===== config.mk =====
export PLATFORM = sky130hd
export DESIGN_NAME = sample_clock_delay_and_timestamp
export DESIGN_NICKNAME = d
export VERILOG_FILES = /design/src/core/sample_clock_pkg.sv /design/src/core/mark_delay_line.sv /design/src/core/sample_clock_delay_and_timestamp.sv
export SDC_FILE = /design/constraint.sdc
export NUM_CORES = 1
export LEC_CHECK = 0
export BUFFER_PORTS_ARGS = -buffer_cell sky130_fd_sc_hd__buf_4
export CORE_MARGIN = 5
export CORE_UTILIZATION = 40
export CTS_BUF_LIST = sky130_fd_sc_hd__clkbuf_16
export DETAILED_ROUTE_END_ITERATION = 10
export SLEW_MARGIN = 25
export SYNTH_ARGS = -nofsm -noshare
export SYNTH_HDL_FRONTEND = slang
export SYNTH_SLANG_ARGS = --single-unit

===== constraint.sdc =====
create_clock -name mclk_in -period 5.4 [get_ports mclk_in]
set_clock_uncertainty 0.15 [all_clocks]
set_input_delay 0.81 -clock mclk_in [delete_from_list [all_inputs] [get_ports mclk_in]]
set_output_delay 0.81 -clock mclk_in [all_outputs]
set_load 0.01 [all_outputs]

===== src/core/sample_clock_pkg.sv =====
package sample_clock_pkg;

	// Sample layout
	localparam int SAMPLE_W = 12;
	localparam int MARKED_MSBS = 11;
	localparam int NARROW_W = 8;

	// Aperture delay settings, 256 each
	localparam int COARSE_W = 8;
	localparam int FINE_W = 8;

	// Ramp pacing: steps per window of device clock cycles
	localparam int RAMP_WINDOW_CYC = 384;
	localparam int SLOW_STEPS = 1;
	localparam int FAST_STEPS = 4;
	localparam int SLOW_INTERVAL_CYC = RAMP_WINDOW_CYC / SLOW_STEPS;
	localparam int FAST_INTERVAL_CYC = RAMP_WINDOW_CYC / FAST_STEPS;
	localparam int RAMP_TIMER_W = 9;

	// Trigger mark capture
	localparam int SYNC_STAGES = 2;

	// Reference period checker
	localparam int LMFC_PERIOD_W = 16;

	// Values after reset
	localparam logic [COARSE_W-1:0] COARSE_RESET = 8'h00;
	localparam logic [FINE_W-1:0] FINE_RESET = 8'h00;
	localparam logic [RAMP_TIMER_W-1:0] TIMER_RESET = 9'h000;
	localparam logic [SAMPLE_W-1:0] SAMPLE_RESET = 12'h000;
	localparam logic [LMFC_PERIOD_W-1:0] PHASE_RESET = 16'h0000;

endpackage : sample_clock_pkg


===== src/core/mark_delay_line.sv =====
`timescale 1ns/10ps
`default_nettype none

module mark_delay_line #(
	parameter int DEPTH = 2,
	parameter int WIDTH = 1
) (
	input wire logic mclk_in, // Device clock
	input wire logic rstn_in, // Async reset, active low
	input wire logic [WIDTH-1:0] data_in, // Value entering the line
	output logic [WIDTH-1:0] data_out // Value DEPTH cycles later, registered
);

	generate
		if (DEPTH < 1) begin : g_bad_depth
			$error("mark_delay_line needs DEPTH of at least 1");
		end
	endgenerate

	logic [WIDTH-1:0] stage_reg [DEPTH];
	logic [WIDTH-1:0] stage_next [DEPTH];

	// Shift by one stage each clock
	always_comb begin
		stage_next[0] = data_in;
		for (int i = 1; i < DEPTH; i++) begin
			stage_next[i] = stage_reg[i-1];
		end
	end

	always_ff @(posedge mclk_in or negedge rstn_in) begin
		if (!rstn_in) begin
			for (int i = 0; i < DEPTH; i++) begin
				stage_reg[i] <= '0;
			end
		end else begin
			stage_reg <= stage_next;
		end
	end

	assign data_out = stage_reg[DEPTH-1];

endmodule : mark_delay_line

`default_nettype wire


===== src/core/sample_clock_delay_and_timestamp.sv =====
`timescale 1ns/10ps
`default_nettype none

// What this block does
// - Wide sample: eleven upper bits plus mark.
// - Mark path latency matches converter core.
// - Narrow samples carry mark in LSB.
// - Asynchronous trigger is synchronised, then sampled.
// - Decimating formats disable marking; reference used.
// - Dual mode: one rising sample per clock.
// - Single mode: rising and falling samples.
// - One device clock runs everything here.
// - Half period invert delays by half clock.
// - Coarse and fine: 256 settings, independent.
// - Delay setting shifts all internal clocks.
// - Delay changes live; ramp recommended.
// - Ramp steps effective coarse toward target.
// - Ramp pace: one or four per 384.
// - Each coarse write while enabled restarts ramp.

module sample_clock_delay_and_timestamp
	import sample_clock_pkg::*;
#(
	parameter int CORE_LATENCY = 4 // Converter core latency in clocks
) (
	input wire logic mclk_in, // Device clock, 125 MHz
	input wire logic rstn_in, // Async reset, active low
	input wire logic [SAMPLE_W-1:0] conv_first_in, // Core sample, rising edge
	input wire logic [SAMPLE_W-1:0] conv_second_in, // Core sample, falling edge or channel B
	input wire logic single_channel_in, // 1 = single channel, dual edge
	input wire logic narrow_samples_in, // 1 = 8-bit output format
	input wire logic decimation_active_in, // Link format uses decimation
	input wire logic timestamp_enable_in, // Sample mark enable
	input wire logic trigger_mark_input_in, // Asynchronous trigger
	input wire logic clock_half_period_invert_in, // Invert device clock
	input wire logic [COARSE_W-1:0] aperture_delay_coarse_in, // Coarse value to write
	input wire logic coarse_write_in, // Write strobe for coarse value
	input wire logic [FINE_W-1:0] aperture_delay_fine_in, // Fine delay setting
	input wire logic delay_ramp_enable_in, // Ramp toward written coarse value
	input wire logic delay_ramp_speed_in, // 0 = slow, 1 = fast
	input wire logic sysref_in, // System reference, synchronous
	input wire logic [LMFC_PERIOD_W-1:0] lmfc_period_in, // Multiframe period in clocks
	input wire logic sysref_error_clear_in, // Clears period error flag
	output logic [SAMPLE_W-1:0] sample_first_out, // Output sample, rising edge
	output logic [SAMPLE_W-1:0] sample_second_out, // Output sample, falling or B
	output logic second_is_fall_out, // Second sample is falling edge
	output logic clock_invert_out, // Applied half period invert
	output logic [COARSE_W-1:0] coarse_effective_out, // Applied coarse delay
	output logic [FINE_W-1:0] fine_effective_out, // Applied fine delay
	output logic ramp_busy_out, // Ramp still moving
	output logic sysref_error_out // Sticky reference period error
);

	localparam int MARK_DEPTH = CORE_LATENCY - SYNC_STAGES;
	localparam int MARK_PAST = CORE_LATENCY + 1;
	localparam int SLOW_LAST = SLOW_INTERVAL_CYC - 1;
	localparam int FAST_LAST = FAST_INTERVAL_CYC - 1;

	generate
		if (CORE_LATENCY < SYNC_STAGES + 1) begin : g_bad_latency
			$error("CORE_LATENCY too small for the trigger synchroniser");
		end
	endgenerate

	// Overlay the mark on one sample; pass untouched when marking is off
	function automatic logic [SAMPLE_W-1:0] mark_sample(input logic [SAMPLE_W-1:0] conv,
			input logic mark, input logic active, input logic narrow);
		logic [SAMPLE_W-1:0] res;
		res = conv;
		if (active && narrow) begin
			res = {{(SAMPLE_W-NARROW_W){1'b0}}, conv[SAMPLE_W-1 -: NARROW_W-1], mark};
		end else if (active) begin
			res = {conv[SAMPLE_W-1 -: MARKED_MSBS], mark};
		end
		return res;
	endfunction : mark_sample

	// Trigger synchroniser; first stage feeds only the second
	logic sync1_reg, sync2_reg;
	logic mark_aligned;

	always_ff @(posedge mclk_in or negedge rstn_in) begin
		if (!rstn_in) begin
			sync1_reg <= 1'b0;
			sync2_reg <= 1'b0;
		end else begin
			sync1_reg <= trigger_mark_input_in;
			sync2_reg <= sync1_reg;
		end
	end

	// The synchroniser eats part of the core latency; the line makes up the rest
	mark_delay_line #(
		.DEPTH(MARK_DEPTH),
		.WIDTH(1)
	) u_mark_delay (
		.mclk_in(mclk_in),
		.rstn_in(rstn_in),
		.data_in(sync2_reg),
		.data_out(mark_aligned)
	);

	// Output sample stage
	logic [SAMPLE_W-1:0] first_reg, first_next, second_reg, second_next;
	logic fall_reg, fall_next;
	logic mark_active;

	always_comb begin
		mark_active = timestamp_enable_in && !decimation_active_in;
		first_next = mark_sample(conv_first_in, mark_aligned, mark_active, narrow_samples_in);
		second_next = mark_sample(conv_second_in, mark_aligned, mark_active, narrow_samples_in);
		fall_next = single_channel_in;
	end

	always_ff @(posedge mclk_in or negedge rstn_in) begin
		if (!rstn_in) begin
			first_reg <= SAMPLE_RESET;
			second_reg <= SAMPLE_RESET;
			fall_reg <= 1'b0;
		end else begin
			first_reg <= first_next;
			second_reg <= second_next;
			fall_reg <= fall_next;
		end
	end

	// Aperture delay and coarse ramp
	logic [COARSE_W-1:0] eff_reg, eff_next, target_reg, target_next;
	logic [FINE_W-1:0] fine_reg, fine_next;
	logic inv_reg, inv_next;
	logic [RAMP_TIMER_W-1:0] timer_reg, timer_next, interval_last;
	logic busy_reg, busy_next;
	logic speed_prev_reg, speed_prev_next;

	// Changing the pace restarts the window so a stale count cannot fire early
	always_comb begin
		interval_last = delay_ramp_speed_in ? RAMP_TIMER_W'(FAST_LAST) : RAMP_TIMER_W'(SLOW_LAST);
		eff_next = eff_reg;
		target_next = target_reg;
		timer_next = timer_reg;
		fine_next = aperture_delay_fine_in;
		inv_next = clock_half_period_invert_in;
		speed_prev_next = delay_ramp_speed_in;
		if (coarse_write_in) begin
			target_next = aperture_delay_coarse_in;
			timer_next = TIMER_RESET;
			if (!delay_ramp_enable_in) begin
				eff_next = aperture_delay_coarse_in;
			end
		end else if (!delay_ramp_enable_in) begin
			eff_next = target_reg;
			timer_next = TIMER_RESET;
		end else if (delay_ramp_speed_in != speed_prev_reg || eff_reg == target_reg) begin
			timer_next = TIMER_RESET;
		end else if (timer_reg == interval_last) begin
			timer_next = TIMER_RESET;
			eff_next = (eff_reg < target_reg) ? eff_reg + 1'b1 : eff_reg - 1'b1;
		end else begin
			timer_next = timer_reg + 1'b1;
		end
		busy_next = delay_ramp_enable_in && (eff_next != target_next);
	end

	always_ff @(posedge mclk_in or negedge rstn_in) begin
		if (!rstn_in) begin
			eff_reg <= COARSE_RESET;
			target_reg <= COARSE_RESET;
			timer_reg <= TIMER_RESET;
			fine_reg <= FINE_RESET;
			inv_reg <= 1'b0;
			busy_reg <= 1'b0;
			speed_prev_reg <= 1'b0;
		end else begin
			eff_reg <= eff_next;
			target_reg <= target_next;
			timer_reg <= timer_next;
			fine_reg <= fine_next;
			inv_reg <= inv_next;
			busy_reg <= busy_next;
			speed_prev_reg <= speed_prev_next;
		end
	end

	// Reference period checker: every edge must land on the first edge's phase
	logic sr_prev_reg, sr_prev_next, armed_reg, armed_next, err_reg, err_next;
	logic [LMFC_PERIOD_W-1:0] phase_reg, phase_next, ref_phase_reg, ref_phase_next;
	logic sr_edge, sr_mismatch;

	always_comb begin
		sr_prev_next = sysref_in;
		sr_edge = sysref_in && !sr_prev_reg;
		phase_next = (phase_reg + 1'b1 >= lmfc_period_in) ? PHASE_RESET : phase_reg + 1'b1;
		armed_next = armed_reg;
		ref_phase_next = ref_phase_reg;
		sr_mismatch = sr_edge && armed_reg && (phase_reg != ref_phase_reg);
		if (sr_edge && !armed_reg) begin
			armed_next = 1'b1;
			ref_phase_next = phase_reg;
		end
		err_next = sr_mismatch || (err_reg && !sysref_error_clear_in);
	end

	always_ff @(posedge mclk_in or negedge rstn_in) begin
		if (!rstn_in) begin
			sr_prev_reg <= 1'b0;
			armed_reg <= 1'b0;
			err_reg <= 1'b0;
			phase_reg <= PHASE_RESET;
			ref_phase_reg <= PHASE_RESET;
		end else begin
			sr_prev_reg <= sr_prev_next;
			armed_reg <= armed_next;
			err_reg <= err_next;
			phase_reg <= phase_next;
			ref_phase_reg <= ref_phase_next;
		end
	end

	// Delay settings leave here for the whole clock tree of the device
	assign clock_invert_out = inv_reg;
	assign coarse_effective_out = eff_reg;
	assign fine_effective_out = fine_reg;
	assign ramp_busy_out = busy_reg;
	assign sample_first_out = first_reg;
	assign sample_second_out = second_reg;
	assign second_is_fall_out = fall_reg;
	assign sysref_error_out = err_reg;

	// Helper: warm-up after reset so history-based checks see real inputs
	logic [3:0] warm_reg;
	logic warm;
	always_ff @(posedge mclk_in or negedge rstn_in) begin
		if (!rstn_in) begin
			warm_reg <= 4'h0;
		end else if (warm_reg != 4'hF) begin
			warm_reg <= warm_reg + 4'h1;
		end
	end
	assign warm = (warm_reg > 4'(MARK_PAST));

	// Helper: cycles since the ramp window last restarted
	logic [RAMP_TIMER_W-1:0] gap_reg;
	always_ff @(posedge mclk_in or negedge rstn_in) begin
		if (!rstn_in) begin
			gap_reg <= TIMER_RESET;
		end else if (coarse_write_in || !delay_ramp_enable_in || eff_reg == target_reg
				|| delay_ramp_speed_in != speed_prev_reg || gap_reg == interval_last) begin
			gap_reg <= TIMER_RESET;
		end else begin
			gap_reg <= gap_reg + 1'b1;
		end
	end

	property p_wide_mark;
		@(posedge mclk_in) disable iff (!rstn_in)
		warm && timestamp_enable_in && !decimation_active_in && !narrow_samples_in |=>
			sample_first_out == {$past(conv_first_in[SAMPLE_W-1:1]),
			$past(trigger_mark_input_in, MARK_PAST)};
	endproperty
	a_wide_mark: assert property (p_wide_mark) else $error("wide mark misplaced");

	property p_narrow_mark;
		@(posedge mclk_in) disable iff (!rstn_in)
		warm && timestamp_enable_in && !decimation_active_in && narrow_samples_in |=>
			sample_second_out[NARROW_W-1:0] == {$past(conv_second_in[SAMPLE_W-1 -: NARROW_W-1]),
			$past(trigger_mark_input_in, MARK_PAST)} && sample_second_out[SAMPLE_W-1:NARROW_W] == '0;
	endproperty
	a_narrow_mark: assert property (p_narrow_mark) else $error("narrow mark misplaced");

	property p_no_mark;
		@(posedge mclk_in) disable iff (!rstn_in)
		warm && (!timestamp_enable_in || decimation_active_in) |=>
			sample_first_out == $past(conv_first_in) && sample_second_out == $past(conv_second_in);
	endproperty
	a_no_mark: assert property (p_no_mark) else $error("sample altered without marking");

	property p_edge_mode;
		@(posedge mclk_in) disable iff (!rstn_in)
		$rose(single_channel_in) |=> second_is_fall_out ##1 (second_is_fall_out || !$past(single_channel_in));
	endproperty
	a_edge_mode: assert property (p_edge_mode) else $error("edge mode not followed");

	property p_direct_write;
		@(posedge mclk_in) disable iff (!rstn_in)
		coarse_write_in && !delay_ramp_enable_in |=>
			coarse_effective_out == $past(aperture_delay_coarse_in) && !ramp_busy_out;
	endproperty
	a_direct_write: assert property (p_direct_write) else $error("direct coarse write lost");

	property p_ramp_hold;
		@(posedge mclk_in) disable iff (!rstn_in)
		coarse_write_in && delay_ramp_enable_in |=>
			$stable(coarse_effective_out) && (ramp_busy_out == (target_reg != coarse_effective_out));
	endproperty
	a_ramp_hold: assert property (p_ramp_hold) else $error("ramp did not start from write");

	property p_unit_step;
		@(posedge mclk_in) disable iff (!rstn_in)
		$past(delay_ramp_enable_in) && !$past(coarse_write_in) && $changed(coarse_effective_out) |->
			(coarse_effective_out == $past(coarse_effective_out) + 1'b1
			&& $past(coarse_effective_out) < target_reg + 1'b0)
			|| (coarse_effective_out == $past(coarse_effective_out) - 1'b1
			&& $past(coarse_effective_out) > target_reg);
	endproperty
	a_unit_step: assert property (p_unit_step) else $error("ramp step wrong size or overshoot");

	property p_step_spacing;
		@(posedge mclk_in) disable iff (!rstn_in)
		$past(delay_ramp_enable_in) && !$past(coarse_write_in) && $changed(coarse_effective_out) |->
			$past(gap_reg) == $past(interval_last);
	endproperty
	a_step_spacing: assert property (p_step_spacing) else $error("ramp step at wrong spacing");

	property p_fine_inv;
		@(posedge mclk_in) disable iff (!rstn_in)
		warm |-> fine_effective_out == $past(aperture_delay_fine_in)
			&& clock_invert_out == $past(clock_half_period_invert_in);
	endproperty
	a_fine_inv: assert property (p_fine_inv) else $error("fine or invert not applied");

	property p_sysref_err;
		@(posedge mclk_in) disable iff (!rstn_in)
		sysref_in && !sr_prev_reg && armed_reg && phase_reg != ref_phase_reg |=>
			sysref_error_out [*2];
	endproperty
	a_sysref_err: assert property (p_sysref_err) else $error("reference period error missed");

endmodule : sample_clock_delay_and_timestamp

`default_nettype wire


==> results summary, run 1 <==
The flow ran to the end, and the final reports show no timing, DRC or antenna violations. The detailed-routing iteration count for the pre-antenna-repair pass is 4. The highest clock frequency the design can meet is 245 MHz.

Setup repair after global routing left no endpoint under its margin. The share of total power dissipated in the clock network is 0.314. The largest area contributor in the netlist is dfrtp_1. The capturing element type of the critical path is a register.

The mean cell area of the mapped netlist is 10.9 µm². After layout, the worst setup slack is 1.31 ns. The met2 wire length came out at 5610 µm. The critical path goes through ha_1 -> o21ai_0 -> a21oi_1 -> nor3_1 -> o21ai_1 -> ha_1 -> a211oi_1 -> o21bai_1 -> a2111oi_0 -> nor3_1 -> xor2_1 -> nand2_1 -> a222oi_1 -> o211ai_1.

The first global-routing pass estimated 18,100 µm of wire. The number of antenna violations at the first check in global routing came out at 0. The number of clock sinks is 100. The post-route fraction of the period consumed by the critical path is 0.757. The final setup violation count is 0. The count of nets left with antenna violations once routing finished came out at 0.

The switching share of total power came out at 0.292. The number of hold-repair buffers added at the cts stage is 0. The boundary pin count is between 100 and 150. Counting flops with an async set or reset pin after synthesis yields a share of 1.00.

For this run the aggregate overflow at the end of global routing stands at 0. The clock period minus worst slack is around 4.1 ns. At the pin with the least slew margin, the transition time is roughly 0.76 ns.

The total net switching power came out at 0.000577 W. The worst setup path is of the reg2reg kind. The path depth of the worst reg2reg path came out at 14. The total half-perimeter wirelength after legalization and detailed placement came out at 8540 µm.

The final max-slew violation count came out at 0. The wire length the detailed router placed on met1 is 4590 µm. The level count of the clock H-tree came out at 3. On the critical path, the stage with the largest delay is an instance of o21ai_1. The TritonCTS clock tree is built. The post-CTS setup-driven buffer insertion count came out at 0. By area the synthesized netlist is led by dfrtp_1, ha_1, xnor2_1. The count of flip-flops with a built-in enable after synthesis is 0.

STA puts the critical path data arrival time at 4.14 ns. IR analysis of the VDD net gives a maximum drop of 0.165 mV. Entering global routing, the biggest net connects 54 pins. The fraction of layout instances using a drive strength above 1 came out at 0.283. The part of the power in registers is 0.436. The fill cell instance count of the final layout is 1,194. The biggest fanout along the worst timing path came out at 9. The number of synthesis warnings is 0. After detailed routing, the total wire length is roughly 11,000 µm. The worst slew margin relative to its limit is 0.493. The top cell types in the final layout, fill and taps aside, are buf_4, dfrtp_1, xnor2_1, nor2_1, inv_1. The floorplan step set the die width to 122 µm. The number of DRC markers after the initial detailed-route iteration came out at 195. The worst setup path is launched from a register.

The most common cell after layout, fill and taps aside is buf_4. The number of antenna diodes in the final layout is 0. In the final routed layout, each cell accounts on average for between 10 and 15 µm. The total routing resource utilization after global routing is 0.153. The post-placement worst setup slack came out at between 1 and 1.5 ns.

The area overhead of the layout relative to synthesis is 25.9%. The routed via count is 3,623. CTS placed an instance of clkbuf_16 at the clock tree root.

The fraction of power consumed by combinational cells is 0.251. The placer congestion estimate came out at 0.906. The top routing layer in use is met4. Summed over all failing endpoints, the final setup total negative slack is 0 ns. When the netlist entered floorplanning its net count stood at 567.

The clock-pin slew on the worst setup and hold paths came out at 0.07 ns. The wire length on met3 came out at 466 µm. The cell-internal power came out at ~0.0014 W. The fraction of the yosys area taken by sequential cells is 0.495. The worst hold path was traced through 0 stages.

The maximum root-to-sink buffer count is 2. The TritonCTS buffer count came out at 9. The critical path data required time is 5.45 ns.

The total die area is 0.0150 mm². The floorplan has 41 rows. Post-CTS repair changed the size of 0 cells. The min-delay analysis places its worst path in the category reg2reg.

After detailed routing, the number of vias per cell comes to 4.80. The post-detailed-route DRC marker count is 0. The most used flip-flop cell after synthesis is dfrtp_1. For this design the static power due to leakage is 3.09 nW.

The count of input and output buffers is between 100 and 150. The final core area utilization is 0.508. The number of non-filler instances in the completed layout came out at 755. The largest incremental delay on the critical path came out at 0.56 ns. The number of different library cells in the post-synthesis netlist came out at 46. The share of the synthesized area in the top cell type is 0.495.

The initial utilization of the core area, before any placement, comes to 0.404. Max-cap violations in this run came to 0. The hold violation count in the final report came to 0. The post-synth design cell area is 0.00505 mm². After the last flow step, the layout net total stands at 683. The total placed cells including tap cells came out at 741. The clock network latency to the later pin of the worst-skew pair is 0.34 ns. The power density relative to cell area is 310 mW/mm². The register bit total from synthesis is 100.

The core area came out at 0.0125 mm². The gate count of the mapped netlist is 464. The final hold slack is between 0.2 and 0.25 ns. The die outline height is roughly 120 µm. The number of global-route vias before repair came out at 3,732.
-- cells in the mapped netlist (all sizes together) (2+ instances only) --
cell	count
nand4	10
o21ai	19
clkbuf	7
nand3	12
nand2b	11
a21o	5
and3	3
buf	3
ha	33
or3	2
nor2	35
a21oi	18
and2	9
xor2	12
mux2i	5
nor3	8
xnor2	40
and4	2
nor2b	18
mux2	31
nand2	29
dfrtp	100
inv	34
-- per-stage QoR --
stage               instance area (µm²)  power [W]
floorplan                          5050    0.00119
global placement                   6090    0.00136
detailed placement                 6090    0.00137
CTS                                6360    0.00201
global route                       6360    0.00211
finish                             6360    0.00198
-- critical path: cells and delay by family, from the launching register on --
kind / cells / cell delay, ns
DFF: 1 / 0.45
and+or+nand+nor: 3 / 0.31
AOI/OAI and AO/OA: 8 / 2.10
adders and majority gates: 2 / 0.68
xor gates and xnor gates: 1 / 0.24
-- logic make-up (layout without fill, tap and decap cells) --
group | after synthesis | count (layout) | synth area share
buffers and inverters | 44 | 163 | 0.0344
xor gates and xnor gates | 52 | 52 | 0.0901
AOI/OAI and AO/OA | 55 | 55 | 0.0693
muxes | 36 | 36 | 0.0815
and+or+nand+nor | 143 | 143 | 0.144
adders and majority gates | 34 | 34 | 0.0857
DFF | 100 | 100 | 0.495
-- layer usage --
| metal | GRT usage | vias to the layer above |
|---|---|---|
| met1 | 0.196 | 1736 |
| met2 | 0.253 | 72 |
| li1 | - | 1797 |
| met3 | 0.0304 | 18 |
| met4 | 0.0679 | 0 |
| met5 | 0 | - |
-- power groups by stage --
stage / sequential [W] / clock (W) / combinational [W]
global placement: 0.000871 / 0 / 0.000492
finish: 0.000861 / 0.000620 / 0.000495
detailed placement: 0.000875 / 0 / 0.000499
global route: 0.000869 / 0.000678 / 0.000562
floorplan: 0.000871 / 0 / 0.000316
CTS: 0.000861 / 0.000648 / 0.000502
-- layout make-up --
type,instances,area [µm²],share of cell area
clock buffer,9,225,0.0354
clock inverter,5,53.8,0.00845
inverter,34,128,0.0201
multi-input combinational,320,2380,0.374
sequential,100,2500,0.393
tap,172,215,0.0338
timing repair buffer,115,863,0.136
-- path summary, 6_finish.rpt --
path                                         start                      end  slack, ns
hold reg to reg                          sync1_reg                sync2_reg       0.20
max in group asynchronous                  rstn_in     sample_second_out[6]       3.68
setup / recovery           coarse_effective_out[3]            ramp_busy_out       1.31
min in group asynchronous                  rstn_in  coarse_effective_out[5]       0.32
setup reg to reg           coarse_effective_out[3]            ramp_busy_out       1.31
hold / removal                           sync1_reg                sync2_reg       0.20
Power figures use the tool's default switching activity.
==> run 2, diff against run 1 <==
--- a/config.mk
+++ b/config.mk
@@ -5,6 +5,7 @@
 export SDC_FILE = /design/constraint.sdc
 export NUM_CORES = 1
 export LEC_CHECK = 0
+export ABC_AREA = 1
 export BUFFER_PORTS_ARGS = -buffer_cell sky130_fd_sc_hd__buf_4
 export CORE_MARGIN = 5
 export CORE_UTILIZATION = 40
==> constraint.sdc (replaced) <==
create_clock -name mclk_in -period 4.27 [get_ports mclk_in]
set_clock_uncertainty 0.15 [all_clocks]
set_input_delay 0.6405 -clock mclk_in [delete_from_list [all_inputs] [get_ports mclk_in]]
set_output_delay 0.6405 -clock mclk_in [all_outputs]
set_load 0.01 [all_outputs]
==> results summary, run 2 <==
The run finished with clean final reports. Fill cells in the final layout number about 1,300. By instance count, the cell type seen most on the critical path is nand2_1. The area overhead of the layout relative to synthesis came out at 23.2%. The number of logic stages on the critical path including buffering came out at 18.

The final setup violation count came out at 0. The buffer and inverter count on the worst path came out at 1. The number of nets produced by synthesis is 782.

The TritonCTS buffer count is 9. The most common cell after layout, fill and taps aside is nand2_1. The part of the power in the clock network is 0.324.

The core area is 0.0137 mm². Of the total power, the share spent switching nets is 0.309. Synthesis produced a netlist whose cell count is about 680. The worst reg-to-reg setup slack is 1.0 ns. The first-pass GRT wire length came out at 21,100 µm. The H-tree was split into 3 levels. The total half-perimeter wirelength after legalization and detailed placement is 9670 µm.

The highest clock frequency the design can meet came out at 306 MHz. The count of input and output buffers came out at 112. STA classifies the critical path startpoint as a register.

The critical path is of the reg2reg type. By count the netlist is led by nand2_1, inv_1, dfrtp_1. Row generation in the floorplan step produced between 40 and 50 rows. The startpoint identified for the worst register-to-register timing path is coarse_effective_out[3]. The share of the synthesized area in the top cell type came out at 0.451. For this design, the CTS-stage hold fixing added 0 buffers. The final route contains between 4,000 and 5,000 vias.

The worst endpoint data arrival time came out at 3.34 ns. The total die area is 0.0163 mm². The internal portion of the total power is 0.00181 W. The total net switching power is 0.000811 W. In the post-synthesis netlist, the biggest area contributors are dfrtp_1, nand2_1, inv_1. The detailed-routing iteration count for the pre-antenna-repair pass came out at 4. For this design, the sink count on the clock tree is 100. The number of DRC markers after the initial detailed-route iteration is roughly 250.

The maximum root-to-sink buffer count came out at 2. The fraction of layout instances using a drive strength above 1 came out at 0.209. The largest total area in the synthesized netlist belongs to dfrtp_1. The number of antenna violations at the first check in global routing is 0.

The remaining number of nets flagged by the antenna check after routing is 0. The effective utilization at floorplan came out at 0.405. The die outline height is ~130 µm.

The post-detailed-route DRC marker count is 0. In this design, the largest share of critical-path delay is due to simple AND/OR/NAND/NOR gates. The wire length reported by the detailed router is 12,500 µm. The slowest stage cell on the critical path is dfrtp_1.

The number of gates resized after CTS was 0. In this run the worst hold path is classified as in2async. The clock network latency to the later pin of the worst-skew pair is roughly 0.35 ns.

The layout net count is 893. The total routing resource utilization after global routing is 0.160. The number of synthesis warnings is 0. The detailed-route vias per instance is 4.69. Synthesis instantiated 39 different standard cells from the library. The maximum number of pins on one net before global-route repair is 37.

The hold violation count in the final report came to 0. The proportion of synthesized flip-flops having asynchronous set or reset came out at 1.00. The critical path starts at coarse_effective_out[3]. The max-cap check violation count came out at 0. Headroom to the max-slew limit came out at 0.351. The total placed cells including tap cells is between 900 and 1,000. The TritonCTS clock tree is built. The setup TNS after final layout is 0 ns. The root buffer cell chosen for the clock tree is clkbuf_16. After clock tree synthesis, the clock-pin slew on the worst setup and hold paths is 0.06 ns. The critical path data required time came out at ~4.3 ns. The post-route fraction of the period consumed by the critical path came out at 0.766. The mean cell area of the mapped netlist is 8.18 µm². For this run, the slowest stage of the critical path takes 0.45 ns. The boundary pin count came out at 113. Timing analysis after detailed placement gives a worst setup slack of about 1.1 ns. In the layout the commonest cells are nand2_1, inv_1, buf_4, dfrtp_1, nor2_1. The placer congestion estimate is 0.914. The path depth of the worst reg2reg path came out at 18. Buffers added to address setup during post-CTS repair amount to 0. The worst voltage drop across the vdd grid is 0.177 mV. In the synthesized netlist the dominant register cell turns out to be dfrtp_1.

The critical path capture point is ramp_busy_out. The final hold slack came out at 0.0820 ns. The slew at the pin closest to its max-slew limit is 0.971 ns. The share of total power dissipated in combinational logic is 0.261.

The sum of overflow across all layers after global routing is 0. The count of flip-flops with a built-in enable after synthesis is 0. The number of global-route vias before repair came out at 4,543. The final max-slew violation count came out at 0. The die is 128 µm wide. The fraction of the yosys area taken by sequential cells came out at 0.451. Traced cell by cell, the critical path runs through ha_1 -> nand2_1 -> inv_1 -> nand2_1 -> nand2_1 -> nand2_1 -> nand2_1 -> ha_1 -> or2_2 -> nand2_1 -> xnor2_1 -> nand3_2 -> nand3_2 -> nand2_1 -> o21ai_1 -> nand2_1 -> nor2_1 -> nand3_1. The biggest fanout along the worst timing path is 9. The register bit total from synthesis came out at 100.

For this run, the number of standard cells in the final layout without fillers is 974. The post-synth design cell area is 0.00555 mm². The power density relative to cell area is 384 mW/mm². The smallest setup slack after layout came out at roughly 1 ns.

The average wire length per cell after detail routing is between 10 and 15 µm. Setup repair after global routing left no endpoint under its margin. The most instantiated library cell after synthesis is nand2_1.

The part of the power in registers is 0.414. The clock period minus worst slack came out at 3.27 ns. The antenna cell count came out at 0. The worst register-to-register path ends at ramp_busy_out. The capturing element type of the critical path is a register.

The leakage power summed over all cells came out at 3.68 nW.
-- run 2: cell count changes in the layout (fill, tap and decap cells not counted), sizes merged, moves of 12 or more --
cell and delta:
mux2 -27, nand2 +124, inv +95, or2 +12, o21ai +18, nand3 +31
nor2 +24, xnor2 -27, nor2b -18
-- run 2: kinds of logic (layout without fill, tap and decap cells) --
family / Yosys count / in the layout / share of synthesized area
AND/OR/NAND/NOR: 299 / 299 / 0.249
buffers and inverters: 143 / 258 / 0.105
flip-flops: 100 / 100 / 0.451
AO/OA/AOI/OAI: 75 / 75 / 0.0717
adder cells (fa/ha/maj): 34 / 34 / 0.0780
XOR/XNOR: 24 / 24 / 0.0379
multiplexers: 4 / 4 / 0.00811
-- run 2: worst min-delay path by stage --
stage                                    start               endpoint  slack (ns)  depth (start not counted)
CTS                                    rstn_in    sample_first_out[3]        0.09                          1
finish                                 rstn_in    sample_first_out[1]        0.08                          1
global route                           rstn_in    sample_first_out[1]        0.11                          1
floorplan                            sync1_reg              sync2_reg        0.18                          0
detailed placement  u_mark_delay.stage_next[0]  u_mark_delay.data_out        0.18                          0
global placement    u_mark_delay.stage_next[0]  u_mark_delay.data_out        0.19                          0
-- run 2: routing by layer --
layer / track usage / vias to the layer above / wire length [µm]
li1: - / 2354 / -
met1: 0.200 / 2130 / 5390
met2: 0.272 / 75 / 6350
met3: 0.0258 / 12 / 509
met4: 0.0730 / 0 / 229
met5: 0 / - / 0
-- run 2: power groups by stage --
stage | Sequential, W | Clock [W] | Combinational [W]
finish | 0.00109 | 0.000851 | 0.000686
global route | 0.00110 | 0.000918 | 0.000794
CTS | 0.00109 | 0.000876 | 0.000692
detailed placement | 0.00111 | 0 | 0.000688
global placement | 0.00110 | 0 | 0.000676
floorplan | 0.00111 | 0 | 0.000447
-- run 2: cell type report --
| class | count | area, µm² | share of cell area |
|---|---|---|---|
| clock buffer | 9 | 225 | 0.0329 |
| clock inverter | 6 | 81.3 | 0.0119 |
| inverter | 129 | 484 | 0.0708 |
| multi-input combinational | 436 | 2470 | 0.361 |
| sequential | 100 | 2500 | 0.366 |
| tap | 180 | 225 | 0.0329 |
| timing repair buffer | 114 | 856 | 0.125 |
-- run 2: metrics by stage --
step / area, µm² / total power, W / utilization
after floorplan: 5550 / 0.00155 / -
after global placement: 6540 / 0.00178 / 0.476
after detailed placement: 6540 / 0.00179 / 0.476
after CTS: 6840 / 0.00266 / 0.499
after global routing: 6840 / 0.00281 / 0.499
final: 6840 / 0.00262 / 0.499
